[src/aicr_pkg.sv]
// Purpose: shared constants for the converter interrupt and misc control bank
// Assumes: 8-bit registers on a 12-bit register address
// Notes:   writable masks define which bits store; all other bits read zero
`default_nettype none
package aicr_pkg;
	localparam int ADDR_W = 12;
	localparam int DATA_W = 8;
	localparam int SLACK_W = 10;

	localparam logic [11:0] OFF_IRQ_STATUS = 12'h100;
	localparam logic [11:0] OFF_IRQ_MASK   = 12'h101;
	localparam logic [11:0] OFF_DIG_FIXED  = 12'h105;
	localparam logic [11:0] OFF_CAL_EN     = 12'h10A;
	localparam logic [11:0] OFF_CAL_THR_A  = 12'h10D;
	localparam logic [11:0] OFF_CAL_THR_B  = 12'h10E;
	localparam logic [11:0] OFF_QCLK_CTRL  = 12'h120;
	localparam logic [11:0] OFF_TRIM_SEL   = 12'h121;
	localparam logic [11:0] OFF_RSVD_KEEP  = 12'h12A;
	localparam logic [11:0] OFF_DDC0_GAIN  = 12'h130;

	localparam logic [7:0] RST_IRQ_STATUS = 8'h00;
	localparam logic [7:0] RST_IRQ_MASK   = 8'hBC;
	localparam logic [7:0] RST_DIG_FIXED  = 8'h00;
	localparam logic [7:0] RST_CAL_EN     = 8'h10;
	localparam logic [7:0] RST_CAL_THR_A  = 8'h3D;
	localparam logic [7:0] RST_CAL_THR_B  = 8'h14;
	localparam logic [7:0] RST_QCLK_CTRL  = 8'h11;
	localparam logic [1:0] RST_TRIM_SEL   = 2'h0;
	localparam logic [7:0] RST_RSVD_KEEP  = 8'h05;
	localparam logic [7:0] RST_DDC0_GAIN  = 8'h00;

	localparam logic [7:0] WM_IRQ_MASK  = 8'hBD;
	localparam logic [7:0] WM_DIG_FIXED = 8'h1F;
	localparam logic [7:0] WM_CAL_EN    = 8'h10;
	localparam logic [7:0] WM_QCLK_CTRL = 8'h1B;
	localparam logic [7:0] WM_TRIM_SEL  = 8'h03;
	localparam logic [7:0] WM_DDC0_GAIN = 8'h33;

	localparam int BIT_PLL_UNLOCK = 7;
	localparam int BIT_SR_HOLD    = 3;
	localparam int BIT_SR_SETUP   = 2;
	localparam int BIT_CLK_ERR    = 0;
	localparam int BIT_CAL_EN     = 4;
	localparam int BIT_QCLK_EN    = 4;
	localparam int BIT_QCLK_TERM  = 3;
	localparam int LSB_QCLK_SWING = 0;
	localparam int LSB_GAIN_D2    = 4;
	localparam int LSB_GAIN_D8    = 0;

	localparam logic [9:0] GUARD_STEP_PS = 10'h023;
	localparam logic [1:0] QDIV_HALF_TICKS = 2'h2;
endpackage
`default_nettype wire

[src/aicr_quarter_div.sv]
// Purpose: divide the sample-rate tick stream by four for the divided clock pin
// Assumes: sample_tick is a one-cycle enable on the register clock
// Notes:   output held low while disabled; restarts in phase on enable
`default_nettype none
module aicr_quarter_div (
	input  wire logic clock,
	input  wire logic arst_n,
	input  wire logic sample_tick,
	input  wire logic enable,
	output var  logic clk_out
);
	logic [1:0] ticks;

	always_ff @(posedge clock or negedge arst_n) begin
		if (!arst_n) begin
			ticks <= 2'h0;
			clk_out <= 1'b0;
		end else if (!enable) begin
			ticks <= 2'h0;
			clk_out <= 1'b0;
		end else if (sample_tick) begin
			// two ticks per half period gives a quarter-rate square wave
			if (ticks == aicr_pkg::QDIV_HALF_TICKS - 2'h1) begin
				ticks <= 2'h0;
				clk_out <= ~clk_out; // RULE_12
			end else begin
				ticks <= ticks + 2'h1;
			end
		end
	end
endmodule
`default_nettype wire

[src/aicr_regs.sv]
// Purpose: interrupt status/mask and misc control register bank of the converter
// Assumes: single register clock; pll_unlocked and clock_error come from other domains
// Notes:   read data stands only in the cycle after the read strobe
//
// Function
// RULE_01 - status bit 7 reads one while the PLL is out of lock
// RULE_02 - status bit 3 latches a SYSREF hold violation until cleared
// RULE_03 - status bit 2 latches a SYSREF setup violation until cleared
// RULE_04 - setting then clearing 0x03A bit 6 clears both SYSREF flags
// RULE_05 - status bit 0 is a read-only clock error indication
// RULE_06 - mask bit 7 keeps PLL unlock from raising the interrupt
// RULE_07 - mask bit 0 gates clock error; only device reset recovers
// RULE_08 - mask resets to 0xBC; host writes ones to bits 5 and 4
// RULE_09 - host writes zero to digital control bits 4..0; resets to zero
// RULE_10 - calibration threshold control bit 4 enables threshold logic, reset 0x10
// RULE_11 - two 8-bit threshold registers reset to 0x3D and 0x14
// RULE_12 - divided clock output runs at a quarter of the sample rate
// RULE_13 - divided clock control bit 4 enables the output, reset 0x11
// RULE_14 - bit 3 selects termination, bits 1..0 pick swing in 100 mV steps
// RULE_15 - 2-bit trim select; reset value follows the speed grade
// RULE_16 - host leaves reserved register 0x12A at 0x05
// RULE_17 - gain bits 5..4 set decimate-by-2 gain in 6 dB steps
// RULE_18 - gain bits 1..0 set decimate-by-8 gain in 6 dB steps
// RULE_19 - interrupt status is read-only and resets to 0x00
// RULE_20 - guardband codes add 35 ps per step to flag windows only
// RULE_21 - interrupt request is high while any unmasked flag is set
// RULE_22 - writes to unused or read-only bits do nothing; they read zero
//
// The address-and-strobe port was chosen for this implementation.
`default_nettype none
module aicr_regs #(
	parameter logic [1:0] TRIM_RESET = aicr_pkg::RST_TRIM_SEL
) (
	input  wire logic                       clock,
	input  wire logic                       arst_n,
	input  wire logic [aicr_pkg::ADDR_W-1:0]  reg_addr,
	input  wire logic [aicr_pkg::DATA_W-1:0]  reg_wdata,
	input  wire logic                       reg_wr,
	input  wire logic                       reg_rd,
	output var  logic [aicr_pkg::DATA_W-1:0]  reg_rdata,
	input  wire logic                       pll_unlocked,
	input  wire logic                       clock_error,
	input  wire logic                       sysref_flag_clear,
	input  wire logic                       sysref_seen,
	input  wire logic                       setup_violation,
	input  wire logic                       hold_violation,
	input  wire logic [aicr_pkg::SLACK_W-1:0] setup_slack_ps,
	input  wire logic [aicr_pkg::SLACK_W-1:0] hold_slack_ps,
	input  wire logic [2:0]                 setup_guard_code,
	input  wire logic [2:0]                 hold_guard_code,
	input  wire logic                       sample_tick,
	output logic                            irq_out,
	output logic                            quarter_rate_clock_out,
	output logic                            quarter_clock_no_term,
	output logic [1:0]                      quarter_clock_swing,
	output logic                            cal_threshold_enable,
	output logic [7:0]                      cal_threshold_a,
	output logic [7:0]                      cal_threshold_b,
	output logic [1:0]                      rate_trim,
	output logic [1:0]                      first_downconverter_gain_d2,
	output logic [1:0]                      first_downconverter_gain_d8,
	output logic [4:0]                      digital_control_bits,
	output logic [7:0]                      reserved_keep_value
);

	// register storage
	logic [7:0] interrupt_mask;
	logic [7:0] digital_control_fixed;
	logic [7:0] gain_cal_threshold_enable;
	logic [7:0] gain_cal_threshold_a;
	logic [7:0] gain_cal_threshold_b;
	logic [7:0] quarter_clock_output_ctrl;
	logic [7:0] rate_trim_select;
	logic [7:0] reserved_keep_default;
	logic [7:0] downconverter0_gain;

	// status state
	logic       setup_flag;
	logic       hold_flag;
	logic       clk_err_flag;
	logic [7:0] interrupt_status;

	// pin synchronisers: three stages, change taken when stages two and three agree
	logic [2:0] pll_sync;
	logic [2:0] clk_sync;
	logic       pll_level;
	logic       clk_level;

	logic       clear_prev;
	logic       clear_pulse;
	logic       setup_bad;
	logic       hold_bad;
	logic [7:0] next_rdata;

	function automatic logic hit(input logic [aicr_pkg::ADDR_W-1:0] a,
			input logic [aicr_pkg::ADDR_W-1:0] off);
		hit = (a == off);
	endfunction

	function automatic logic [7:0] merge(input logic [7:0] old, input logic [7:0] wd,
			input logic [7:0] wmask);
		merge = (old & ~wmask) | (wd & wmask);
	endfunction

	// guardband widens the flagging window, never the real capture timing
	function automatic logic [aicr_pkg::SLACK_W-1:0] guard_ps(input logic [2:0] code);
		guard_ps = aicr_pkg::GUARD_STEP_PS * {7'h00, code};
	endfunction

	// a status bit raises the request only while its mask bit is clear
	function automatic logic pending(input logic [7:0] st, input logic [7:0] mk,
			input int b);
		pending = st[b] & ~mk[b];
	endfunction

	always_ff @(posedge clock or negedge arst_n) begin
		if (!arst_n) begin
			pll_sync <= 3'h0;
		end else begin
			pll_sync <= {pll_sync[1:0], pll_unlocked};
		end
	end

	always_ff @(posedge clock or negedge arst_n) begin
		if (!arst_n) begin
			clk_sync <= 3'h0;
		end else begin
			clk_sync <= {clk_sync[1:0], clock_error};
		end
	end

	// a pin glitch shorter than one clock never reaches the status bits
	always_ff @(posedge clock or negedge arst_n) begin
		if (!arst_n) begin
			pll_level <= 1'b0;
		end else if (pll_sync[1] == pll_sync[2]) begin
			pll_level <= pll_sync[2];
		end
	end

	always_ff @(posedge clock or negedge arst_n) begin
		if (!arst_n) begin
			clk_level <= 1'b0;
		end else if (clk_sync[1] == clk_sync[2]) begin
			clk_level <= clk_sync[2];
		end
	end

	// clear sequence: the falling edge of the clear control ends set-then-clear
	always_ff @(posedge clock or negedge arst_n) begin
		if (!arst_n) begin
			clear_prev <= 1'b0;
		end else begin
			clear_prev <= sysref_flag_clear;
		end
	end

	assign clear_pulse = clear_prev & ~sysref_flag_clear; // RULE_04

	assign setup_bad = setup_violation | (setup_slack_ps < guard_ps(setup_guard_code)); // RULE_20
	assign hold_bad = hold_violation | (hold_slack_ps < guard_ps(hold_guard_code)); // RULE_20

	// a violation in the same cycle as the clear wins, so no event is lost
	always_ff @(posedge clock or negedge arst_n) begin
		if (!arst_n) begin
			setup_flag <= 1'b0;
		end else if (sysref_seen && setup_bad) begin
			setup_flag <= 1'b1; // RULE_03
		end else if (clear_pulse) begin
			setup_flag <= 1'b0; // RULE_04
		end
	end

	always_ff @(posedge clock or negedge arst_n) begin
		if (!arst_n) begin
			hold_flag <= 1'b0;
		end else if (sysref_seen && hold_bad) begin
			hold_flag <= 1'b1; // RULE_02
		end else if (clear_pulse) begin
			hold_flag <= 1'b0; // RULE_04
		end
	end

	// clock error has no software clear: recovery is a device reset
	always_ff @(posedge clock or negedge arst_n) begin
		if (!arst_n) begin
			clk_err_flag <= 1'b0;
		end else if (clk_level) begin
			clk_err_flag <= 1'b1; // RULE_07
		end
	end

	// unused status positions stay at their reset zero
	always_comb begin
		interrupt_status = aicr_pkg::RST_IRQ_STATUS; // RULE_19
		interrupt_status[aicr_pkg::BIT_PLL_UNLOCK] = pll_level; // RULE_01
		interrupt_status[aicr_pkg::BIT_SR_HOLD] = hold_flag;
		interrupt_status[aicr_pkg::BIT_SR_SETUP] = setup_flag;
		interrupt_status[aicr_pkg::BIT_CLK_ERR] = clk_err_flag; // RULE_05
	end

	// mask bits 5 and 4 store but never gate anything
	always_comb begin
		irq_out = 1'b0;
		if (pending(interrupt_status, interrupt_mask, aicr_pkg::BIT_PLL_UNLOCK)) begin
			irq_out = 1'b1; // RULE_06
		end
		if (pending(interrupt_status, interrupt_mask, aicr_pkg::BIT_SR_HOLD)) begin
			irq_out = 1'b1; // RULE_21
		end
		if (pending(interrupt_status, interrupt_mask, aicr_pkg::BIT_SR_SETUP)) begin
			irq_out = 1'b1; // RULE_21
		end
		if (pending(interrupt_status, interrupt_mask, aicr_pkg::BIT_CLK_ERR)) begin
			irq_out = 1'b1; // RULE_07
		end
	end

	// register writes; only writable bits store
	always_ff @(posedge clock or negedge arst_n) begin
		if (!arst_n) begin
			interrupt_mask <= aicr_pkg::RST_IRQ_MASK; // RULE_08
		end else if (reg_wr && hit(reg_addr, aicr_pkg::OFF_IRQ_MASK)) begin
			interrupt_mask <= merge(interrupt_mask, reg_wdata, aicr_pkg::WM_IRQ_MASK); // RULE_22
		end
	end

	// stored as written: the zero value is the host's duty
	always_ff @(posedge clock or negedge arst_n) begin
		if (!arst_n) begin
			digital_control_fixed <= aicr_pkg::RST_DIG_FIXED;
		end else if (reg_wr && hit(reg_addr, aicr_pkg::OFF_DIG_FIXED)) begin
			digital_control_fixed <= merge(digital_control_fixed, reg_wdata, aicr_pkg::WM_DIG_FIXED); // RULE_09
		end
	end

	always_ff @(posedge clock or negedge arst_n) begin
		if (!arst_n) begin
			gain_cal_threshold_enable <= aicr_pkg::RST_CAL_EN; // RULE_10
		end else if (reg_wr && hit(reg_addr, aicr_pkg::OFF_CAL_EN)) begin
			gain_cal_threshold_enable <= merge(gain_cal_threshold_enable, reg_wdata, aicr_pkg::WM_CAL_EN);
		end
	end

	always_ff @(posedge clock or negedge arst_n) begin
		if (!arst_n) begin
			gain_cal_threshold_a <= aicr_pkg::RST_CAL_THR_A; // RULE_11
		end else if (reg_wr && hit(reg_addr, aicr_pkg::OFF_CAL_THR_A)) begin
			gain_cal_threshold_a <= reg_wdata;
		end
	end

	always_ff @(posedge clock or negedge arst_n) begin
		if (!arst_n) begin
			gain_cal_threshold_b <= aicr_pkg::RST_CAL_THR_B; // RULE_11
		end else if (reg_wr && hit(reg_addr, aicr_pkg::OFF_CAL_THR_B)) begin
			gain_cal_threshold_b <= reg_wdata;
		end
	end

	always_ff @(posedge clock or negedge arst_n) begin
		if (!arst_n) begin
			quarter_clock_output_ctrl <= aicr_pkg::RST_QCLK_CTRL; // RULE_13
		end else if (reg_wr && hit(reg_addr, aicr_pkg::OFF_QCLK_CTRL)) begin
			quarter_clock_output_ctrl <= merge(quarter_clock_output_ctrl, reg_wdata, aicr_pkg::WM_QCLK_CTRL);
		end
	end

	// speed grade chooses the trim reset through the parameter
	always_ff @(posedge clock or negedge arst_n) begin
		if (!arst_n) begin
			rate_trim_select <= {6'h00, TRIM_RESET}; // RULE_15
		end else if (reg_wr && hit(reg_addr, aicr_pkg::OFF_TRIM_SEL)) begin
			rate_trim_select <= merge(rate_trim_select, reg_wdata, aicr_pkg::WM_TRIM_SEL);
		end
	end

	// kept writable; leaving it at its default is up to the host
	always_ff @(posedge clock or negedge arst_n) begin
		if (!arst_n) begin
			reserved_keep_default <= aicr_pkg::RST_RSVD_KEEP;
		end else if (reg_wr && hit(reg_addr, aicr_pkg::OFF_RSVD_KEEP)) begin
			reserved_keep_default <= reg_wdata; // RULE_16
		end
	end

	always_ff @(posedge clock or negedge arst_n) begin
		if (!arst_n) begin
			downconverter0_gain <= aicr_pkg::RST_DDC0_GAIN;
		end else if (reg_wr && hit(reg_addr, aicr_pkg::OFF_DDC0_GAIN)) begin
			downconverter0_gain <= merge(downconverter0_gain, reg_wdata, aicr_pkg::WM_DDC0_GAIN);
		end
	end

	// read mux; unmapped addresses answer zero, status writes are ignored
	always_comb begin
		next_rdata = 8'h00;
		case (reg_addr)
			aicr_pkg::OFF_IRQ_STATUS: next_rdata = interrupt_status; // RULE_19
			aicr_pkg::OFF_IRQ_MASK:   next_rdata = interrupt_mask;
			aicr_pkg::OFF_DIG_FIXED:  next_rdata = digital_control_fixed;
			aicr_pkg::OFF_CAL_EN:     next_rdata = gain_cal_threshold_enable;
			aicr_pkg::OFF_CAL_THR_A:  next_rdata = gain_cal_threshold_a;
			aicr_pkg::OFF_CAL_THR_B:  next_rdata = gain_cal_threshold_b;
			aicr_pkg::OFF_QCLK_CTRL:  next_rdata = quarter_clock_output_ctrl;
			aicr_pkg::OFF_TRIM_SEL:   next_rdata = rate_trim_select;
			aicr_pkg::OFF_RSVD_KEEP:  next_rdata = reserved_keep_default;
			aicr_pkg::OFF_DDC0_GAIN:  next_rdata = downconverter0_gain;
			default:                  next_rdata = 8'h00; // RULE_22
		endcase
	end

	// zero outside the answer cycle, so a stale value never looks like a read
	always_ff @(posedge clock or negedge arst_n) begin
		if (!arst_n) begin
			reg_rdata <= 8'h00;
		end else if (reg_rd) begin
			reg_rdata <= next_rdata;
		end else begin
			reg_rdata <= 8'h00;
		end
	end

	// phase restarts on every enable, so the first half period after enable is a full two ticks
	aicr_quarter_div u_qdiv (
		.clock       (clock),
		.arst_n      (arst_n),
		.sample_tick (sample_tick),
		.enable      (quarter_clock_output_ctrl[aicr_pkg::BIT_QCLK_EN]), // RULE_13
		.clk_out     (quarter_rate_clock_out)
	);

	assign quarter_clock_no_term = quarter_clock_output_ctrl[aicr_pkg::BIT_QCLK_TERM]; // RULE_14
	assign quarter_clock_swing = quarter_clock_output_ctrl[aicr_pkg::LSB_QCLK_SWING +: 2]; // RULE_14
	assign cal_threshold_enable = gain_cal_threshold_enable[aicr_pkg::BIT_CAL_EN]; // RULE_10
	assign cal_threshold_a = gain_cal_threshold_a;
	assign cal_threshold_b = gain_cal_threshold_b;
	assign rate_trim = rate_trim_select[1:0]; // RULE_15
	assign first_downconverter_gain_d2 = downconverter0_gain[aicr_pkg::LSB_GAIN_D2 +: 2]; // RULE_17
	assign first_downconverter_gain_d8 = downconverter0_gain[aicr_pkg::LSB_GAIN_D8 +: 2]; // RULE_18
	assign digital_control_bits = digital_control_fixed[4:0];
	assign reserved_keep_value = reserved_keep_default;

endmodule
`default_nettype wire

[config.mk]
export PLATFORM = sky130hd
export DESIGN_NAME = aicr_regs
export DESIGN_NICKNAME = d
export VERILOG_FILES = /design/src/aicr_pkg.sv /design/src/aicr_quarter_div.sv /design/src/aicr_regs.sv
export SDC_FILE = /design/constraint.sdc
export NUM_CORES = 1
export LEC_CHECK = 0
export ABC_AREA = 0
export BUFFER_PORTS_ARGS = -buffer_cell sky130_fd_sc_hd__buf_2
export CORE_MARGIN = 10
export CORE_UTILIZATION = 43
export DETAILED_ROUTE_END_ITERATION = 10
export PLACE_DENSITY = 0.76
export SKIP_CTS_REPAIR_TIMING = 1
export SYNTH_ARGS = -nofsm -noshare
export SYNTH_HDL_FRONTEND = slang
export SYNTH_SLANG_ARGS = --single-unit
[constraint.sdc]
create_clock -name clock -period 1.8 [get_ports clock]
set_input_delay 0.09 -clock clock [delete_from_list [all_inputs] [get_ports clock]]
set_output_delay 0.09 -clock clock [all_outputs]
set_load 0.02 [all_outputs]
==> impl_results.md, run 1 <==
* Bufs on Longest Clock Path at 2
* Critical path's slowest cell: or4b_4
* Clk root buf: clkbuf_8
* CTS Buf Count at 9
* Post-DR wirelength/cell at 18.39 um
* CP endpoint kind: flip-flop
* Cell variety after synth at 55
* Hold WS at 0.01899 ns
* Slew @ Worst Pin at 0.4785 ns
* CTS Sinks at 69
* First drt pass iteration count at 4
* Reg area at 0.001748 mm^2
* Buffers added on ports at 105
* MaxCap Viol Count at 0
* Syn Area/Cell at 12.02 um^2
* First-iteration detailed-routing DRC count at 126
* Fraction of registers with async set/reset at 1.000
* VDD IR max at 0.0002974 V
* Post-detail-place hpwl at 8185 um
* Ys Warns at 0
* Antenna viol nets, final at 0
* Post-Syn Area at 0.003642 mm^2
* Multi-input logic area at 0.001782 mm^2
* Slew HR at 0.6780
* Worst path bufs/invs at 2
* Worst path cell trace: buf_2 > or4b_4 > nor4_1 > nand2_1 > nor2_1 > buf_4 > mux2_2
* FMAX at 0.6044 GHz
* Post-Syn Nets at 383
* DRC at 0
* Slew Viols, Final at 0
* Via count at 2962
* Initial antenna violation count at 0
* R2r endpoint: reg_rdata[3]
* Placement Cell Area at 0.004511 mm^2
* Total I/O pin count at 106
* DR vias/cell at 5.289
* Crit. Startpoint: reg_addr[7]
* Final wirelength at 10300 um
* Commonest non-fill, non-tap cell in the layout: buf_2
* Design Area, Final at 0.004797 mm^2
* Initial core utilization at 0.4433
* Pwr dens at 695.3 mW/mm^2
* Dpl cells at 537
* Setup CP Type: in2reg
* Die ar. at 0.01255 mm^2
* Worst-path maximum fanout at 4
* Worst Hold End: cal_threshold_a[7]
* Tcrit/Tclk final at 0.9192
* Minimum clock period at 1.655 ns
* H-tree levels at 3
* Die height at 112.0 um
* Synth Instances at 303
* EDFF count, synth at 0
* Number of synthesized register bits at 69
* Worst skew pair latency at 0.35 ns
* WP data required at 2.03 ns
* Number of diodes at 0
* RSZ-0062 raised after global routing: false
* Status: complete, no violations
* Kind of cell adding the most delay to the critical path: simple AND/OR/NAND/NOR gates
* Vias in the first global route at 3278
* Largest net degree at the start of global routing at 70
* Final Hold Fails at 0
* CTS tree: yes
* Top-area cell type share of the netlist area at 0.3573
* Reg-to-reg setup timing slack at 0.43 ns
* Non-Filler Instances at 560
* Die width at 112.0 um
* R2R depth at 5
* HP Class: in2reg
* # setup viols final at 0
* Critical path launch point type: input pin
* Global-route wire length before repair at 16880 um
* Area contributors post-synth: dfrtp_1 36%, mux2_2 15%, dfstp_2 12%
* Tot GR Track Use at 0.1638
* Setup Skew at 0.01032 ns
* GR Overflow Total at 0
* R2r startpoint: interrupt_mask[3]
* Leading area contributor after synthesis: dfrtp_1
* Share of cells above drive strength 1 at 0.5055
* Largest stage delay, worst path at 0.57 ns
* Total Power at 3.336 mW
* Seq/Total Area, Yosys at 0.4799
* Row Count at 33
* Static leakage at 2.441 nW
* Total Nets Final at 530
* # fillers at 720
* Hold_sp: reg_wdata[7]
* Area Growth Syn to Fin at 31.71%
* Clk slew on worst S/H paths at 0.08 ns
* Hold depth at 2
* Worst EP arrival at 1.88 ns
* Routability cong. at 0.9410
* Main synth FF type: dfrtp_1
* Commonest non-fill, non-tap cells in the layout: 105 x buf_2, 52 x dfrtp_1, 47 x mux2_2
* Core ar. at 0.008217 mm^2
[per-stage QoR]
stage                     TNS, ns  setup slack [ns]    util
final                           0            0.1454  0.5838
after detailed placement   -2.519           -0.1541  0.5490
after CTS                       0            0.2109  0.5753
after global placement     -1.481           -0.1440  0.5490
after floorplan                 0           0.08762       -
after global routing            0           0.07805  0.5838
[worst register-to-register path: cells and delay by family, from the launching register on]
| kind | cells | cell delay [ns] |
|---|---|---|
| compound gates | 3 | 0.53 |
| mux | 1 | 0.06 |
| simple gates | 1 | 0.18 |
| flops | 1 | 0.54 |
[synthesized netlist by cell type (all sizes together), types with 3 or more instances]
cell / n
dfrtp: 52
mux2: 48
ha: 23
inv: 19
dfstp: 17
nand2: 17
nor2: 14
a21oi: 8
a22oi: 8
nand3: 8
buf: 7
mux2i: 7
o21ai: 7
nand2b: 5
a21o: 4
nor4b: 4
or3: 4
a211oi: 3
a222oi: 3
and2: 3
and3b: 3
nor2b: 3
nor3: 3
nor3b: 3
[power breakdown]
| part | leakage, nW | switching, mW | internal [mW] |
|---|---|---|---|
| logic | 1.47 | 0.195 | 0.167 |
| registers | 0.869 | 0.0161 | 1.58 |
| clock network | 0.102 | 0.602 | 0.780 |
[cell families (layout without fill, tap and decap cells)]
group                      count (synthesis)  count (layout)  synth area share
and+or+nand+nor                           77              77            0.1357
adders and majority gates                 25              25           0.08451
muxes                                     55              55            0.1687
xor gates and xnor gates                   2               2          0.004810
AOI/OAI and AO/OA                         48              48           0.09550
DFF                                       69              69            0.4799
buffers and inverters                     27             179           0.03092
[state kept, by name, summed over array words and instances, names as in the netlist]
register	cells
cal_threshold_a	8
cal_threshold_b	8
reg_rdata	8
reserved_keep_value	8
interrupt_mask	6
digital_control_fixed	5
downconverter0_gain	4
quarter_clock_output_ctrl	4
clk_sync	3
pll_sync	3
rate_trim_select	2
u_qdiv.ticks	2
clear_prev	1
clk_err_flag	1
clk_level	1
gain_cal_threshold_enable	1
hold_flag	1
pll_level	1
setup_flag	1
u_qdiv.clk_out	1
[cell type report]
| cell class | instances | area share |
|---|---|---|
| Timing Repair Buffer | 144 | 0.1768 |
| Inverter | 19 | 0.01487 |
| Multi-Input combinational cell | 207 | 0.3714 |
| Tap cell | 105 | 0.02739 |
| Clock inverter | 6 | 0.01852 |
| Clock buffer | 10 | 0.02660 |
| Sequential cell | 69 | 0.3644 |
[metal layers]
| layer | track usage | wire length, um | up-vias |
|---|---|---|---|
| met2 | 0.2673 | 4880 | 102 |
| met5 | 0 | 0 | - |
| met1 | 0.1994 | 4499 | 1441 |
| met4 | 0.05753 | 136 | 0 |
| met3 | 0.05218 | 784 | 9 |
| li1 | - | - | 1410 |
[worst max-delay path by stage]
stage	depth (start not counted)	slack (ns)	endpoint
4_1_cts	7	0.21	quarter_clock_output_ctrl[3]
2_1_floorplan	5	0.09	cal_threshold_a[1]
3_5_place_dp	7	-0.15	quarter_clock_output_ctrl[1]
3_3_place_gp	7	-0.14	quarter_clock_output_ctrl[1]
5_1_grt	7	0.08	quarter_clock_output_ctrl[3]
6_report	7	0.15	quarter_clock_output_ctrl[3]
Power figures use the tool's default switching activity.
==> run 2, diff against run 1 <==
Settings changed: SYNTH_HIERARCHICAL set to 1.
==> run 2 against run 1 <==
  * Sequential cell count unchanged
  * Register-to-register slack better by 0.02 ns
  * Setup slack improved by 0.16 ns
  * Wire length fell by 5.7%
  * Worst hold slack got worse by 0.012 ns
  * Combinational power down 12%
  * Maximum frequency increased by 11%
  * Count of clock-buffer cells in the layout rose by 1
  * Synthesized area is 1.9% lower
  * Critical endpoint is now irq_out
==> impl_results.md, run 2 <==
* Status: complete, no violations
* Routability cong. at 0.8850 (-6.0%)
* Global-route wire length before repair at 16130 um (-4.5%)
* Top-area cell type share of the netlist area at 0.3643 (+0.007008)
* Share of cells above drive strength 1 at 0.4840 (-0.02148)
* Hold WS at 0.006544 ns (-0.01245 ns)
* Post-Synth XOR/XNOR Area at 0.007356 (+0.002546)
* Row Count at 33 (unchanged)
* Initial antenna violation count at 0 (unchanged)
* Total Power at 3.240 mW (-2.9%)
* Seq/Total Area, Yosys at 0.4893 (+0.009413)
* Largest net degree at the start of global routing at 70 (unchanged)
* Most frequent cell after synthesis: dfrtp_1
* Via count at 2848 (-3.8%)
* HP Class: in2reg
* Worst-path maximum fanout at 2 (-2)
* Post-Synth Adder-Cell Area at 0.08266 (-0.001845)
* Placement Cell Area at 0.004353 mm^2 (-3.5%)
* Static leakage at 2.374 nW (-2.7%)
* Post-Syn Nets at 379 (-1.0%)
* Post-Syn Area at 0.003572 mm^2 (-1.9%)
* Tot GR Track Use at 0.1594 (-0.004350)
* Synth top cells by count: 52 x dfrtp_1, 45 x mux2_2, 22 x ha_1, 20 x inv_1, 17 x dfstp_2
* PnR worst setup slack at 0.3093 ns (+0.1639 ns)
* Clk root buf: clkbuf_8
* Die ar. at 0.01235 mm^2 (-1.6%)
* Post-detail-place hpwl at 7760 um (-5.2%)
* Worst EP arrival at 1.40 ns (-0.48 ns)
* Setup Skew at 0.007894 ns (-0.002429 ns)
* Setup TNS at 0 ns (unchanged)
* Total I/O pin count at 106 (unchanged)
* Area contributors post-synth: dfrtp_1 36%, mux2_2 14%, dfstp_2 13%
* Cell variety after synth at 49 (-11%)
* Setup CP Type: reg2out
* CTS tree: yes
* Design Area, Final at 0.004619 mm^2 (-3.7%)
* Bufs on Longest Clock Path at 2 (unchanged)
* Leading area contributor after synthesis: dfrtp_1
* Critical path launch point type: flip-flop
* EDFF count, synth at 0 (unchanged)
* FMAX at 0.6708 GHz (+11%)
* Core ar. at 0.008134 mm^2 (-1.0%)
* DR vias/cell at 5.245 (-0.84%)
* First-iteration detailed-routing DRC count at 126 (unchanged)
* VDD IR max at 0.0002930 V (-1.5%)
* Vias in the first global route at 3141 (-4.2%)
* CTS Sinks at 69 (unchanged)
* DRC at 0 (unchanged)
* Mux cell area share after synthesis at 0.1559 (-0.01280)
* Syn Area/Cell at 11.91 um^2 (-0.94%)
* Pwr dens at 701.4 mW/mm^2 (+0.87%)
* Antenna viol nets, final at 0 (unchanged)
* CP endpoint kind: output port
* Number of synthesized register bits at 69 (unchanged)
* Minimum clock period at 1.491 ns (-0.1639 ns)
* Slew Viols, Final at 0 (unchanged)
* Main combinational cell family by area after synthesis: multiplexers
* RSZ-0062 raised after global routing: false
* Worst skew pair latency at 0.34 ns (about the same)
* WP data required at 1.71 ns (-0.32 ns)
* Final Hold Fails at 0 (unchanged)
* DP Worst Slack at 0.03175 ns (+0.1858 ns)
* Commonest non-fill, non-tap cell in the layout: buf_2
* Area Growth Syn to Fin at 29.32%
* Post-DR wirelength/cell at 17.89 um (-2.7%)
* MaxCap Viol Count at 0 (unchanged)
* Clk slew on worst S/H paths at 0.07 ns (about the same)
* Initial core utilization at 0.4392 (-0.004114)
* Slew HR at 0.6245 (-0.05350)
* Die height at 111.1 um (-0.79%)
* Buffers added on ports at 105 (unchanged)
* Main synth FF type: dfrtp_1
* Tcrit/Tclk final at 0.8282 (-0.09105)
* CTS Buf Count at 9 (unchanged)
* H-tree levels at 3 (unchanged)
* Ys Warns at 6 (+6)
* Number of diodes at 0 (unchanged)
* Compound-Gate Fraction of Synth Area at 0.1061 (+0.01063)
* Total Nets Final at 512 (-3.4%)
* # fillers at 686 (-4.7%)
* Fraction of registers with async set/reset at 1.000 (unchanged)
* Final wirelength at 9714 um (-5.7%)
* GR Overflow Total at 0 (unchanged)
* # setup viols final at 0 (unchanged)
* Synth Instances at 300 (-0.99%)
* First drt pass iteration count at 4 (unchanged)
* Reg-to-reg setup timing slack at 0.45 ns (+0.02 ns)
* Slew @ Worst Pin at 0.5580 ns (+0.07952 ns)
* Simple-Gate Fraction of Synth Area at 0.1243 (-0.01135)
* Commonest non-fill, non-tap cells in the layout: 105 x buf_2, 52 x dfrtp_1, 45 x mux2_2
* Die width at 111.1 um (-0.79%)
-- run 2: changes by cell type after synthesis, moves of 3 or more --
| cell | before | now |
|---|---|---|
| nor2b_1 | 3 | 0 |
| a21oi_1 | 8 | 12 |
| a221oi_1 | 0 | 3 |
| nor2_1 | 11 | 14 |
| nand2b_1 | 5 | 9 |
| nand3b_1 | 0 | 3 |
| a22oi_1 | 8 | 12 |
| a31oi_1 | 0 | 3 |
| or3_1 | 3 | 0 |
| o21ai_0 | 7 | 4 |
-- run 2: path summary, 6_finish.rpt --
kind,start,cells past startpoint,to
worst max-delay path,interrupt_mask[3],4,irq_out
worst min-delay path,reg_wdata[6],2,cal_threshold_a[6]
worst max register to register,hold_flag,5,reg_rdata[3]
worst min register to register,clk_sync[0],0,clk_sync[1]
max in group asynchronous,arst_n,3,interrupt_mask[7]
min in group asynchronous,arst_n,3,reserved_keep_value[1]
-- run 2: where the power goes --
group	leakage, nW	switching, mW	internal [mW]
logic	1.40	0.174	0.147
registers	0.870	0.0166	1.58
clock network	0.107	0.552	0.774
total	2.37	0.742	2.50
-- run 2: final cells by class --
class                      count  area [um^2]  share of cell area
clock buffer                  11        131.4             0.02844
clock inverter                 5        75.07             0.01625
inverter                      21        78.83             0.01706
multi-input combinational    202         1702              0.3684
sequential                    69         1748              0.3784
tap                          105        131.4             0.02844
timing repair buffer         130        753.2              0.1631
-- run 2: logic make-up after synthesis --
kind of cell,after synthesis
fa+ha+maj,24
compound gates,53
xor+xnor,3
flops,69
simple gates,72
mux,50
buf+inv,29
-- run 2: metal layers --
layer | part of all wire | wire length [um] | vias to the layer above | global-route usage
li1 | - | - | 1365 | -
met1 | 0.44 | 4270 | 1354 | 0.1897
met2 | 0.46 | 4512 | 118 | 0.2579
met3 | 0.081 | 785 | 11 | 0.06439
met4 | 0.015 | 145 | 0 | 0.04799
met5 | 0 | 0 | - | 0
-- run 2: stage by stage --
step	util	cells
4_1_cts	0.5605	537
5_1_grt	0.5679	543
3_5_place_dp	0.5351	521
2_1_floorplan	-	300
6_report	0.5679	543
3_3_place_gp	0.5351	521
-- run 2: critical path, cell delays in order (launching register included) --
cell and delay [ns]:
dfstp_2 0.53, inv_1 0.05, a22oi_1 0.16, o221ai_1 0.14, buf_2 0.18
